$ cat src/rba_pkg.sv
// Shared constants and types for the refresh and bus arbitration link.
// Functional notes
// Normal refresh after reset, processor held off.
// Hidden refresh never requests the processor bus.
// Wait states while hidden refresh holds resource.
// Hidden mode: DRAM and bus refresh separate.
// Bus side arbitrates processor, DMA, bus refresh.
// Bus refresh drives refresh strobe, read, row.
// Local DRAM refresh uses CAS-before-RAS.
// Rate generator ticks every 15 us.
// Never preempt an owning bus master.
// Long-holding masters refresh by themselves.
// HOLD for DMA, masters, normal refresh.
// Processor finishes cycle, then acknowledges hold.
// After acknowledge: refresh strobe or grant.
// HOLD stays negated during hidden refresh.
// Refresh versus hold request: first come first served.
// Refresh queued behind hold served right after.
// Hold request stays until earlier refresh served.
// Shared request; address enables tell DMA from master.
// Release with nothing pending drops grant and HOLD.
package rba_pkg;
  localparam int unsigned RBA_CLK_MHZ = 125;
  localparam int unsigned RBA_REFRESH_PERIOD_NS = 15000;
  localparam int unsigned RBA_REFRESH_CYCLES = RBA_REFRESH_PERIOD_NS * RBA_CLK_MHZ / 1000;
  localparam int unsigned RBA_RAS_HOLD_CYCLES = 4;
  localparam int unsigned RBA_ISA_REFRESH_CYCLES = 6;
  localparam int unsigned RBA_ROW_WIDTH = 8;
  localparam logic [7:0] RBA_ROW_RESET = 8'h00;
  localparam logic [7:0] RBA_ROW_STEP = 8'h01;

  typedef enum logic [2:0] {
    RBA_ARB_IDLE = 3'b000,
    RBA_ARB_HOLD = 3'b001,
    RBA_ARB_REFRESH = 3'b010,
    RBA_ARB_GRANT = 3'b011,
    RBA_ARB_HIDDEN = 3'b100
  } rba_arb_t;

  typedef enum logic [1:0] {
    RBA_OWNER_NONE = 2'b00,
    RBA_OWNER_DMA8 = 2'b01,
    RBA_OWNER_DMA16 = 2'b10,
    RBA_OWNER_MASTER = 2'b11
  } rba_owner_t;
endpackage : rba_pkg

$ cat src/rba_link_if.sv
// Link between the arbitration unit and its bus partners.
`timescale 1ns/1ns
interface rba_link_if;
  logic hold;
  logic holdAck;
  logic hold_request_in;
  logic bus_grant_out;
  logic dma_byte_addr_enable_n;
  logic dma_word_addr_enable_n;
  logic refreshStrobe_n;
  logic memRead_n;
  logic [7:0] refreshRow;
  logic refreshRowOe;

  modport ctrl (
    output hold,
    input holdAck,
    input hold_request_in,
    output bus_grant_out,
    input dma_byte_addr_enable_n,
    input dma_word_addr_enable_n,
    output refreshStrobe_n,
    output memRead_n,
    output refreshRow,
    output refreshRowOe
  );

  modport partner (
    input hold,
    output holdAck,
    output hold_request_in,
    input bus_grant_out,
    output dma_byte_addr_enable_n,
    output dma_word_addr_enable_n,
    input refreshStrobe_n,
    input memRead_n,
    input refreshRow,
    input refreshRowOe
  );
endinterface : rba_link_if

$ cat src/rba_arbiter.sv
// Device end: refresh control and bus arbitration.
`timescale 1ns/1ns
module rba_arbiter import rba_pkg::*; #(
  parameter int unsigned PERIOD = RBA_REFRESH_CYCLES,
  parameter int unsigned RAS_CYCLES = RBA_RAS_HOLD_CYCLES
) (
  input wire logic mclk,
  input wire logic srst,
  rba_link_if.ctrl link,
  input wire logic hiddenMode,
  input wire logic cpuDramReq,
  input wire logic cpuBusReq,
  output logic cpuWait,
  output logic dramCas_n,
  output logic dramRas_n,
  output rba_owner_t owner,
  output logic refreshBusy
);
  rba_arb_t state;
  logic tick;
  logic refreshPending;
  logic refreshFirst;
  logic [$clog2(RAS_CYCLES+1)-1:0] phase;
  logic [RBA_ROW_WIDTH-1:0] row;
  logic hiddenDram;
  logic hiddenBus;
  logic phaseDone;
  logic busRefresh;
  logic dramRefresh;
  logic startHidden;
  logic masterTick;
  logic grantSettled;

  // Both refresh states run the phase counter and advance the row.
  function automatic logic isRefreshing(input rba_arb_t st);
    return st == RBA_ARB_REFRESH || st == RBA_ARB_HIDDEN;
  endfunction : isRefreshing

  // The divider runs free, so ticks keep their pace however busy the bus is.
  rba_rate_gen #(.PERIOD(PERIOD)) u_rba_rate_gen (
    .mclk(mclk),
    .srst(srst),
    .refresh_rate_tick(tick)
  );

  assign phaseDone = phase == $bits(phase)'(RAS_CYCLES);
  // Shared decodes of the refresh that is driving each resource.
  assign startHidden = state == RBA_ARB_IDLE && hiddenMode && (refreshPending || tick);
  assign busRefresh = state == RBA_ARB_REFRESH || hiddenBus;
  assign dramRefresh = state == RBA_ARB_REFRESH || hiddenDram;
  assign masterTick = tick && state == RBA_ARB_GRANT && owner == RBA_OWNER_MASTER;

  // A request that arrives while a DMA owns the grant waits here, so it is not lost.
  // A master cannot be preempted, so a tick in its grant is left to the master itself.
  always_ff @(posedge mclk) begin
    if (srst) begin
      refreshPending <= 1'b0;
    end else if (startHidden) begin
      refreshPending <= 1'b0;
    end else if (masterTick) begin
      refreshPending <= refreshPending;
    end else if (tick) begin
      refreshPending <= 1'b1;
    end else if (state == RBA_ARB_REFRESH) begin
      refreshPending <= 1'b0;
    end
  end

  // Ordering latch: set when refresh was pending before the hold request rose.
  always_ff @(posedge mclk) begin
    if (srst) begin
      refreshFirst <= 1'b0;
    end else if (state == RBA_ARB_IDLE) begin
      refreshFirst <= refreshPending || (tick && !link.hold_request_in);
    end else if (state == RBA_ARB_REFRESH && phaseDone) begin
      refreshFirst <= 1'b0;
    end
  end

  // Hidden refresh never raises HOLD; every other owner goes through the hold handshake.
  always_ff @(posedge mclk) begin
    if (srst) begin
      state <= RBA_ARB_IDLE;
    end else begin
      unique case (state)
        RBA_ARB_IDLE: begin
          if (startHidden) begin
            state <= RBA_ARB_HIDDEN;
          end else if (refreshPending || tick || link.hold_request_in) begin
            state <= RBA_ARB_HOLD;
          end
        end
        RBA_ARB_HOLD: begin
          if (link.holdAck) begin
            state <= refreshFirst ? RBA_ARB_REFRESH : RBA_ARB_GRANT;
          end
        end
        RBA_ARB_REFRESH: begin
          if (phaseDone) begin
            state <= link.hold_request_in ? RBA_ARB_GRANT : RBA_ARB_IDLE;
          end
        end
        RBA_ARB_GRANT: begin
          if (!link.hold_request_in) begin
            state <= refreshPending ? RBA_ARB_REFRESH : RBA_ARB_IDLE;
          end
        end
        RBA_ARB_HIDDEN: begin
          if (phaseDone) begin
            state <= RBA_ARB_IDLE;
          end
        end
        default: state <= RBA_ARB_IDLE;
      endcase
    end
  end

  // Hidden mode runs the DRAM and bus refresh as two separate resources.
  // They end together here, but each one frees only its own resource for the processor.
  always_ff @(posedge mclk) begin
    if (srst) begin
      hiddenDram <= 1'b0;
      hiddenBus <= 1'b0;
    end else if (startHidden) begin
      hiddenDram <= 1'b1;
      hiddenBus <= 1'b1;
    end else if (phaseDone) begin
      hiddenDram <= 1'b0;
      hiddenBus <= 1'b0;
    end
  end

  // The phase counter parks on its last value until the refresh state is left.
  always_ff @(posedge mclk) begin
    if (srst) begin
      phase <= '0;
    end else if (isRefreshing(state)) begin
      phase <= phaseDone ? phase : phase + 1'b1;
    end else begin
      phase <= '0;
    end
  end

  // The row advances once per refresh cycle, in either mode.
  always_ff @(posedge mclk) begin
    if (srst) begin
      row <= RBA_ROW_RESET;
    end else if (phaseDone && isRefreshing(state)) begin
      row <= row + RBA_ROW_STEP;
    end
  end

  // The requester raises its address enables one cycle after the grant, so that first
  // cycle is not decoded; read too early, every owner would look like a master.
  always_ff @(posedge mclk) begin
    if (srst) begin
      grantSettled <= 1'b0;
    end else begin
      grantSettled <= state == RBA_ARB_GRANT;
    end
  end

  // Owner is decoded only while the grant stands, and reads none otherwise.
  always_ff @(posedge mclk) begin
    if (srst) begin
      owner <= RBA_OWNER_NONE;
    end else if (state == RBA_ARB_GRANT && grantSettled) begin
      if (!link.dma_byte_addr_enable_n) begin
        owner <= RBA_OWNER_DMA8;
      end else if (!link.dma_word_addr_enable_n) begin
        owner <= RBA_OWNER_DMA16;
      end else begin
        owner <= RBA_OWNER_MASTER;
      end
    end else begin
      owner <= RBA_OWNER_NONE;
    end
  end

  // CAS leads RAS by one cycle so the DRAM counts its own refresh row.
  always_ff @(posedge mclk) begin
    if (srst) begin
      dramCas_n <= 1'b1;
      dramRas_n <= 1'b1;
    end else begin
      dramCas_n <= !(dramRefresh && !phaseDone);
      dramRas_n <= !(dramRefresh && phase != '0 && !phaseDone);
    end
  end

  // A bus refresh drives the strobe, a memory read and the row together.
  always_comb begin
    link.hold = state == RBA_ARB_HOLD || state == RBA_ARB_REFRESH
        || state == RBA_ARB_GRANT;
    link.bus_grant_out = state == RBA_ARB_GRANT;
    link.refreshStrobe_n = !busRefresh;
    link.memRead_n = !busRefresh;
    link.refreshRowOe = busRefresh;
  end

  // Wait states stretch a processor access only while its own resource is refreshing.
  always_comb begin
    cpuWait = (cpuDramReq && hiddenDram) || (cpuBusReq && hiddenBus);
    refreshBusy = isRefreshing(state);
  end

  assign link.refreshRow = row;
endmodule : rba_arbiter

$ cat src/rba_rate_gen.sv
// Periodic refresh rate generator producing a one-cycle tick.
`timescale 1ns/1ns
module rba_rate_gen import rba_pkg::*; #(
  parameter int unsigned PERIOD = RBA_REFRESH_CYCLES
) (
  input wire logic mclk,
  input wire logic srst,
  output logic refresh_rate_tick
);
  logic [$clog2(PERIOD)-1:0] count;

  always_ff @(posedge mclk) begin
    if (srst) begin
      count <= '0;
      refresh_rate_tick <= 1'b0;
    end else if (count == $clog2(PERIOD)'(PERIOD - 1)) begin
      count <= '0;
      refresh_rate_tick <= 1'b1;
    end else begin
      count <= count + 1'b1;
      refresh_rate_tick <= 1'b0;
    end
  end
endmodule : rba_rate_gen

$ cat src/flat_wrapper.sv
// flat-port wrapper written by rule: the top's interface ports become plain ports
module rba_arbiter_flat import rba_pkg::*;
#(
  parameter int unsigned PERIOD = RBA_REFRESH_CYCLES,
  parameter int unsigned RAS_CYCLES = RBA_RAS_HOLD_CYCLES
)
  (mclk, srst, hiddenMode, cpuDramReq, cpuBusReq, cpuWait, dramCas_n, dramRas_n, owner, refreshBusy, link_hold, link_holdAck, link_hold_request_in, link_bus_grant_out, link_dma_byte_addr_enable_n, link_dma_word_addr_enable_n, link_refreshStrobe_n, link_memRead_n, link_refreshRow, link_refreshRowOe);
  rba_link_if link_i ();
  input wire logic mclk;
  input wire logic srst;
  input wire logic hiddenMode;
  input wire logic cpuDramReq;
  input wire logic cpuBusReq;
  output logic cpuWait;
  output logic dramCas_n;
  output logic dramRas_n;
  output rba_owner_t owner;
  output logic refreshBusy;
  output wire logic [$bits(link_i.hold)-1:0] link_hold;
  input wire logic [$bits(link_i.holdAck)-1:0] link_holdAck;
  input wire logic [$bits(link_i.hold_request_in)-1:0] link_hold_request_in;
  output wire logic [$bits(link_i.bus_grant_out)-1:0] link_bus_grant_out;
  input wire logic [$bits(link_i.dma_byte_addr_enable_n)-1:0] link_dma_byte_addr_enable_n;
  input wire logic [$bits(link_i.dma_word_addr_enable_n)-1:0] link_dma_word_addr_enable_n;
  output wire logic [$bits(link_i.refreshStrobe_n)-1:0] link_refreshStrobe_n;
  output wire logic [$bits(link_i.memRead_n)-1:0] link_memRead_n;
  output wire logic [$bits(link_i.refreshRow)-1:0] link_refreshRow;
  output wire logic [$bits(link_i.refreshRowOe)-1:0] link_refreshRowOe;
  assign link_hold = link_i.hold;
  assign link_i.holdAck = link_holdAck;
  assign link_i.hold_request_in = link_hold_request_in;
  assign link_bus_grant_out = link_i.bus_grant_out;
  assign link_i.dma_byte_addr_enable_n = link_dma_byte_addr_enable_n;
  assign link_i.dma_word_addr_enable_n = link_dma_word_addr_enable_n;
  assign link_refreshStrobe_n = link_i.refreshStrobe_n;
  assign link_memRead_n = link_i.memRead_n;
  assign link_refreshRow = link_i.refreshRow;
  assign link_refreshRowOe = link_i.refreshRowOe;
  rba_arbiter #(.PERIOD(PERIOD), .RAS_CYCLES(RAS_CYCLES)) u_core (.mclk(mclk), .srst(srst), .link(link_i), .hiddenMode(hiddenMode), .cpuDramReq(cpuDramReq), .cpuBusReq(cpuBusReq), .cpuWait(cpuWait), .dramCas_n(dramCas_n), .dramRas_n(dramRas_n), .owner(owner), .refreshBusy(refreshBusy));
endmodule
$ cat config.mk
export PLATFORM = sky130hd
export DESIGN_NAME = rba_arbiter_flat
export DESIGN_NICKNAME = d
export VERILOG_FILES = /design/src/rba_pkg.sv /design/src/rba_link_if.sv /design/src/rba_arbiter.sv /design/src/rba_rate_gen.sv /design/src/flat_wrapper.sv
export SDC_FILE = /design/constraint.sdc
export NUM_CORES = 1
export LEC_CHECK = 0
export BUFFER_PORTS_ARGS = -buffer_cell sky130_fd_sc_hd__buf_2
export CAP_MARGIN = 40
export CORE_UTILIZATION = 28
export DETAILED_ROUTE_END_ITERATION = 10
export PLACE_DENSITY = 0.59
export SYNTH_ARGS = -nofsm -noshare
export SYNTH_HDL_FRONTEND = slang
export SYNTH_SLANG_ARGS = --single-unit
$ cat constraint.sdc
create_clock -name mclk -period 1.9 [get_ports mclk]
set_input_delay 0.19 -clock mclk [delete_from_list [all_inputs] [get_ports mclk]]
set_output_delay 0.19 -clock mclk [all_outputs]
set_load 0.02 [all_outputs]
==> results of run 1 <==
## Yosys cell counts
cell type	count	area (um^2)
nand2_1	12	45.0
nand4b_1	1	8.76
and3b_1	2	17.5
mux2i_1	3	30.0
o21ai_0	7	35.0
ha_1	5	62.6
a31oi_1	1	6.26
nand2b_1	4	25.0
nor3_1	8	40.0
o211ai_1	1	7.51
o21a_1	2	15.0
nor4_1	6	37.5
dfxtp_1	34	681
o31ai_1	4	30.0
a21boi_0	1	7.51
or4b_1	1	10.0
and3_1	1	6.26
nand4_1	2	12.5
or2_2	2	12.5
nand3_1	10	50.1
clkbuf_1	7	26.3
xnor2_2	1	16.3
xnor2_1	12	105
a41o_1	1	10.0
a21oi_1	9	45.0
nor2_1	26	97.6
or3_1	4	25.0
inv_1	11	41.3
buf_4	2	15.0
nor2b_1	2	12.5
xor2_1	3	26.3
o22ai_1	1	6.26
buf_2	1	5.00
nand3b_1	1	7.51
or4_1	2	15.0
## area by class of cell
| type | count | area [um^2] | area share |
|---|---|---|---|
| well taps | 72 | 90.1 | 0.0472 |
| clock inverters | 2 | 10.0 | 0.00525 |
| repair buffers | 33 | 180 | 0.0944 |
| multi-input cells | 135 | 837 | 0.439 |
| clock buffers | 5 | 68.8 | 0.0361 |
| inverters | 11 | 41.3 | 0.0216 |
| flip-flops and latches | 34 | 681 | 0.357 |
## power by group through the flow
stage / logic [uW] / registers, uW / clock network (uW)
5_1_grt: 525 / 772 / 557
2_1_floorplan: 358 / 777 / 0
3_3_place_gp: 474 / 782 / 0
4_1_cts: 474 / 767 / 526
3_5_place_dp: 473 / 783 / 0
6_report: 472 / 768 / 498
## cells by family after synthesis
| logic type | Yosys count | synth area share |
|---|---|---|
| AO/OA/AOI/OAI | 27 | 0.102 |
| XOR/XNOR | 16 | 0.0926 |
| adder cells (fa/ha/maj) | 5 | 0.0392 |
| buffers and inverters | 21 | 0.0549 |
| flip-flops | 34 | 0.427 |
| multiplexers | 3 | 0.0188 |
| AND/OR/NAND/NOR | 84 | 0.265 |
## through the flow
stage | hold slack (ns) | instances | instance area [um^2] | util | setup WS [ns]
floorplan | 0.277 | 190 | 1590 | - | 0.0264
global placement | 0.376 | 285 | 1820 | 0.330 | 0.166
detailed placement | 0.376 | 285 | 1820 | 0.330 | 0.153
CTS | 0.0670 | 292 | 1900 | 0.344 | 0.138
global route | 0.0881 | 292 | 1910 | 0.347 | 0.0327
finish | 0.0824 | 292 | 1910 | 0.347 | 0.156
## registers in the layout, summed over array words and instances, names as in the netlist
signal	cells
u_core.link.refreshRow	8
u_core.state	3
u_core.refreshFirst	1
u_core.u_rba_rate_gen.count	11
u_core.grantSettled	1
u_core.phase	3
u_core.dramRas_n	1
u_core.owner	2
u_core.u_rba_rate_gen.refresh_rate_tick	1
u_core.hiddenBus	1
u_core.dramCas_n	1
u_core.refreshPending	1
## layer usage
layer	up-vias	routed length, um	GRT usage
met5	-	0	0
met4	0	15	0.0509
met3	2	134	0.0412
met2	25	1460	0.200
met1	605	1620	0.147
li1	703	-	-
## cells in the final DEF, fill, tap and decap left out, types with 2 or more instances in the layout
cell	synthesis	final
a21oi_1	9	8
and3b_1	2	2
buf_2	1	27
buf_4	2	6
clkbuf_8	0	5
clkinv_2	0	2
dfxtp_1	34	34
ha_1	5	4
inv_1	11	11
mux2i_1	3	3
nand2_1	12	12
nand2b_1	4	4
nand3_1	10	10
nand4_1	2	2
nor2_1	26	26
nor2b_1	2	2
nor3_1	8	8
nor4_1	6	6
o21a_1	2	2
o21ai_0	7	7
o31ai_1	4	4
or2_2	2	2
or3_1	4	3
or4_1	2	2
xnor2_1	12	12
xor2_1	3	3
## path summary, 6_finish.rpt
path	from	to	slack, ns	cells after the start
hold / removal	link_dma_byte_addr_enable_n	u_core.owner[0]	0.08	2
hold reg to reg	u_core.grantSettled	u_core.owner[0]	0.43	2
setup / recovery	u_core.phase[0]	u_core.link.refreshRow[7]	0.16	6
setup reg to reg	u_core.phase[0]	u_core.link.refreshRow[7]	0.16	6
==> run metrics, run 1 <==
status=complete, no violations; post_cts resized=0; CP Data Arrival Time=1.96 ns; critical path, cell by cell=inv_1 -> ha_2 -> nand2_1 -> or3_4 -> or4_1 -> a21oi_2; GP Congestion=0.758; Critical Path RT=2.12 ns; Mapped Nets=between 200 and 250; CP top delay family=simple AND/OR/NAND/NOR gates; Residual DRC=0; Max Root-Sink Buffers=2; final antenna-violating net count=0; setup TNS=0 ns; DPL Wire Length=~2300 um; HP Class=in -> reg; first-pass GRT wire length=approximately 5800 um; Nets=234; Die Area=about 6000 um^2; Layout area overhead=19.7%; Psw=about 570 uW; Clk pin slew, worst setup/hold paths=approximately 0.07 ns; Synth cell types=35; max-slew violation count=0; power per cell area=911 nW/um^2; Tcrit/Tclk final=0.918; Syn Area/Cell=8.39 um^2; Starting Density=0.289; Power Total=between 1500 and 2000 uW; All-Layer GR Usage=0.123; H-tree depth=2; Clk pwr share=0.287; clk sinks=34; sequential area share after synthesis=0.427; CTS tree=built; Comb pwr share=0.271; RSZ-0062 raised after global routing=no; Fin Clk Skew=0.00355 ns; drt via density=4.57; Slew HR=0.729; Die Height=approximately 77 um; setup bufs post-CTS=0; endpoints failing hold=0; final setup fails=0; diode count=0; Vias=1335; measured slew at the worst slew-check pin=0.407 ns; Fill cells=around 590; I/O pin count=28; Initial DRC Count=72; Die X=slightly below 80 um; share of cells above drive strength 1=0.209; number of global-route vias before repair=1323; WL/cell=11.1 um; Rows=27; drt first pass iters=4; IR Drop Worst-Case VDD=around 0.31 mV; Crit Path Class=reg -> reg; largest net degree at the start of global routing=23; Synth Cell Area=1590 um^2; hold_buf cts=0; Post-Syn Instances=190; Port Buf Inserts=27; crit path max fanout=5; #FFs+latches synth=34; delay of the slowest cell on the worst path=approximately 0.52 ns; max frequency=0.573 GHz; CP Buf/Inv Count=1; fin crit period=1.74 ns; Internal=between 1000 and 1500 uW; crit start category=flop; Root Driver=clkbuf_8; Core Area=5510 um^2; LEAKAGE=0.000760 uW; crit end category=flop; Sw Ratio=0.331; Seq pwr share=0.442; Num CTS Buffers=5; crit path max-delay cell type=or4_1; total grt overflow=0; initial antenna violation count=0; Ys Warns=0; worst skew pair latency=0.28 ns; max cap viols=0; wirelength, routed=3230 um
Power figures use the tool's default switching activity.
==> inputs of run 2 (changes only) <==
--- a/config.mk
+++ b/config.mk
@@ -8,8 +8,9 @@
 export BUFFER_PORTS_ARGS = -buffer_cell sky130_fd_sc_hd__buf_2
 export CAP_MARGIN = 40
 export CORE_UTILIZATION = 28
+export CTS_CLUSTER_DIAMETER = 120
 export DETAILED_ROUTE_END_ITERATION = 10
-export PLACE_DENSITY = 0.59
+export PLACE_DENSITY = 0.58
 export SYNTH_ARGS = -nofsm -noshare
 export SYNTH_HDL_FRONTEND = slang
 export SYNTH_SLANG_ARGS = --single-unit
==> constraint.sdc (replaced) <==
create_clock -name mclk -period 2.1 [get_ports mclk]
set_input_delay 0.21 -clock mclk [delete_from_list [all_inputs] [get_ports mclk]]
set_output_delay 0.21 -clock mclk [all_outputs]
set_load 0.02 [all_outputs]
==> run 2 against run 1 <==
Sequential share of layout area grew 0.55 points. Cell count shrank 0.68%. First-iteration DRC count shrank 35%. Count of clock-buffer cells in the layout grew 2. Combinational power shrank 14%. Register-to-register slack gained 0.11 ns. Hold slack gained 0.027 ns. Worst setup slack gained 0.071 ns. Flip-flop and latch count is the same. Clock skew grew 0.0046 ns. Utilization shrank 0.52 points. Critical endpoint is now link_memRead_n. Largest power group unchanged.
==> run metrics, run 2 (same netlist as run 1, synthesis figures left out) <==
status=complete, no violations; Root Driver=clkbuf_8; WL/cell=10.8 um (-2.5%); critical path, cell by cell=buf_4 -> nor2_1 -> a21oi_1 -> buf_2; Die X=77.5 um (unchanged); measured slew at the worst slew-check pin=0.391 ns (-0.0161 ns); diode count=0 (unchanged); Port Buf Inserts=27 (unchanged); RSZ-0062 raised after global routing=no; share of cells above drive strength 1=0.179 (-0.0302); RR Startpoint=u_core.phase[0]; Fill cells=589 (+0.34%); Core Area=5510 um^2 (unchanged); worst skew pair latency=0.28 ns (about the same); clk sinks=34 (unchanged); Vias=1323 (-0.90%); DPL Wire Length=2230 um (-2.2%); Clk pin slew, worst setup/hold paths=0.07 ns (about the same); fin crit period=1.87 ns; IR Drop Worst-Case VDD=0.375 mV (+21%); crit end category=output port; Tcrit/Tclk final=0.892; Critical Path RT=1.89 ns (-0.23 ns); largest net degree at the start of global routing=23 (unchanged); CP Buf/Inv Count=2 (+1); Die Area=6000 um^2 (unchanged); CP top delay family=flip-flops; LEAKAGE=0.000745 uW (-2.1%); max-slew violation count=0 (unchanged); max cap viols=0 (unchanged); Initial DRC Count=47 (-35%); crit path max-delay cell type=dfxtp_1; Slew HR=0.737 (+0.00795); wirelength, routed=3130 um (-3.2%); Rows=27 (unchanged); I/O pin count=28 (unchanged); crit path max fanout=13 (+8); number of global-route vias before repair=1247 (-5.7%); GP Congestion=0.788 (+4.0%); delay of the slowest cell on the worst path=0.47 ns (-0.05 ns); placed cell area=1800 um^2 (-0.83%); drt via density=4.56 (-0.22%); total grt overflow=0 (unchanged); most common cell after layout, fill and taps aside=dfxtp_1; endpoints failing hold=0 (unchanged); Layout area overhead=17.9%; max reg flops=11 (unchanged); Max Root-Sink Buffers=2 (unchanged); HP Class=in -> reg; setup TNS=0 ns (unchanged); commonest non-fill, non-tap cells in the layout=dfxtp_1 (34), buf_2 (27), nor2_1 (26); Crit Path Class=reg -> out; Nets=232 (-0.85%); power per cell area=827 nW/um^2 (-9.2%); CTS tree=built; All-Layer GR Usage=0.118 (-0.00532); Fin Clk Skew=0.00812 ns (+0.00457 ns); Die Height=77.5 um (unchanged); R2R depth=6 (unchanged); crit start category=flop; drt first pass iters=4 (unchanged); hold_buf cts=0 (unchanged); fin area=1880 um^2 (-1.5%); setup bufs post-CTS=0 (unchanged); Num CTS Buffers=5 (unchanged); initial antenna violation count=0 (unchanged); final setup fails=0 (unchanged); Top reg by flops=u_core.u_rba_rate_gen.count; Residual DRC=0 (unchanged); H-tree depth=2 (unchanged); post_cts resized=0 (unchanged); Starting Density=0.289 (unchanged); WP depth=4 (-2); max frequency=around 0.53 GHz; final antenna-violating net count=0 (unchanged); R2R setup slack=0.27 ns (+0.11 ns); first-pass GRT wire length=5550 um (-4.3%); CP Data Arrival Time=1.66 ns (-0.30 ns); FF-to-FF End=u_core.link.refreshRow[7]; critical path launch point=u_core.state[0]; Setup crit end=link_memRead_n
-- run 2: cell types whose count changed in the layout (fill, tap and decap cells not counted), sizes merged --
cell / before / now
buf: 33 / 31
clkbuf: 5 / 7
clkinv: 2 / 0
-- run 2: layout make-up --
cell class | instances | area (um^2) | area share
inverters | 11 | 41.3 | 0.0220
well taps | 72 | 90.1 | 0.0479
clock buffers | 7 | 76.3 | 0.0406
flip-flops and latches | 34 | 681 | 0.362
repair buffers | 31 | 165 | 0.0879
multi-input cells | 135 | 826 | 0.439
-- run 2: layer usage --
layer  track usage  part of all wire  up-vias
li1              -                 -      702
met1         0.142              0.49      600
met2         0.187              0.45       15
met3        0.0424             0.035        6
met4        0.0509             0.017        0
met5             0                 0        -
-- run 2: worst min path at each step --
stage	start	end	cells after the start
2_1_floorplan	link_dma_byte_addr_enable_n	u_core.owner[0]	1
3_3_place_gp	link_dma_byte_addr_enable_n	u_core.owner[0]	2
3_5_place_dp	link_dma_byte_addr_enable_n	u_core.owner[0]	2
4_1_cts	link_dma_byte_addr_enable_n	u_core.owner[0]	2
5_1_grt	link_dma_byte_addr_enable_n	u_core.owner[0]	2
6_report	link_dma_byte_addr_enable_n	u_core.owner[0]	2
-- run 2: stage by stage --
step	worst slack, ns	hold WS, ns	cells	total power [uW]	util
after floorplan	0.226	0.297	190	1030	-
final	0.227	0.110	290	1550	0.341
after CTS	0.203	0.0999	290	1580	0.341
after detailed placement	0.289	0.398	283	1130	0.327
after global routing	0.105	0.101	290	1660	0.341
after global placement	0.326	0.400	283	1130	0.327
-- run 2: worst register-to-register path: stages (launching register included) --
cell and delay [ns]:
dfxtp_1 0.34, inv_1 0.06, ha_1 0.21, nand2_1 0.08, or3_1 0.41, or4_1 0.53, a21oi_1 0.14
-- run 2: power by group --
part | internal, uW | switching (uW)
registers | 674 | 37.4
logic | 153 | 251
clock network | 228 | 211
total | 1060 | 499
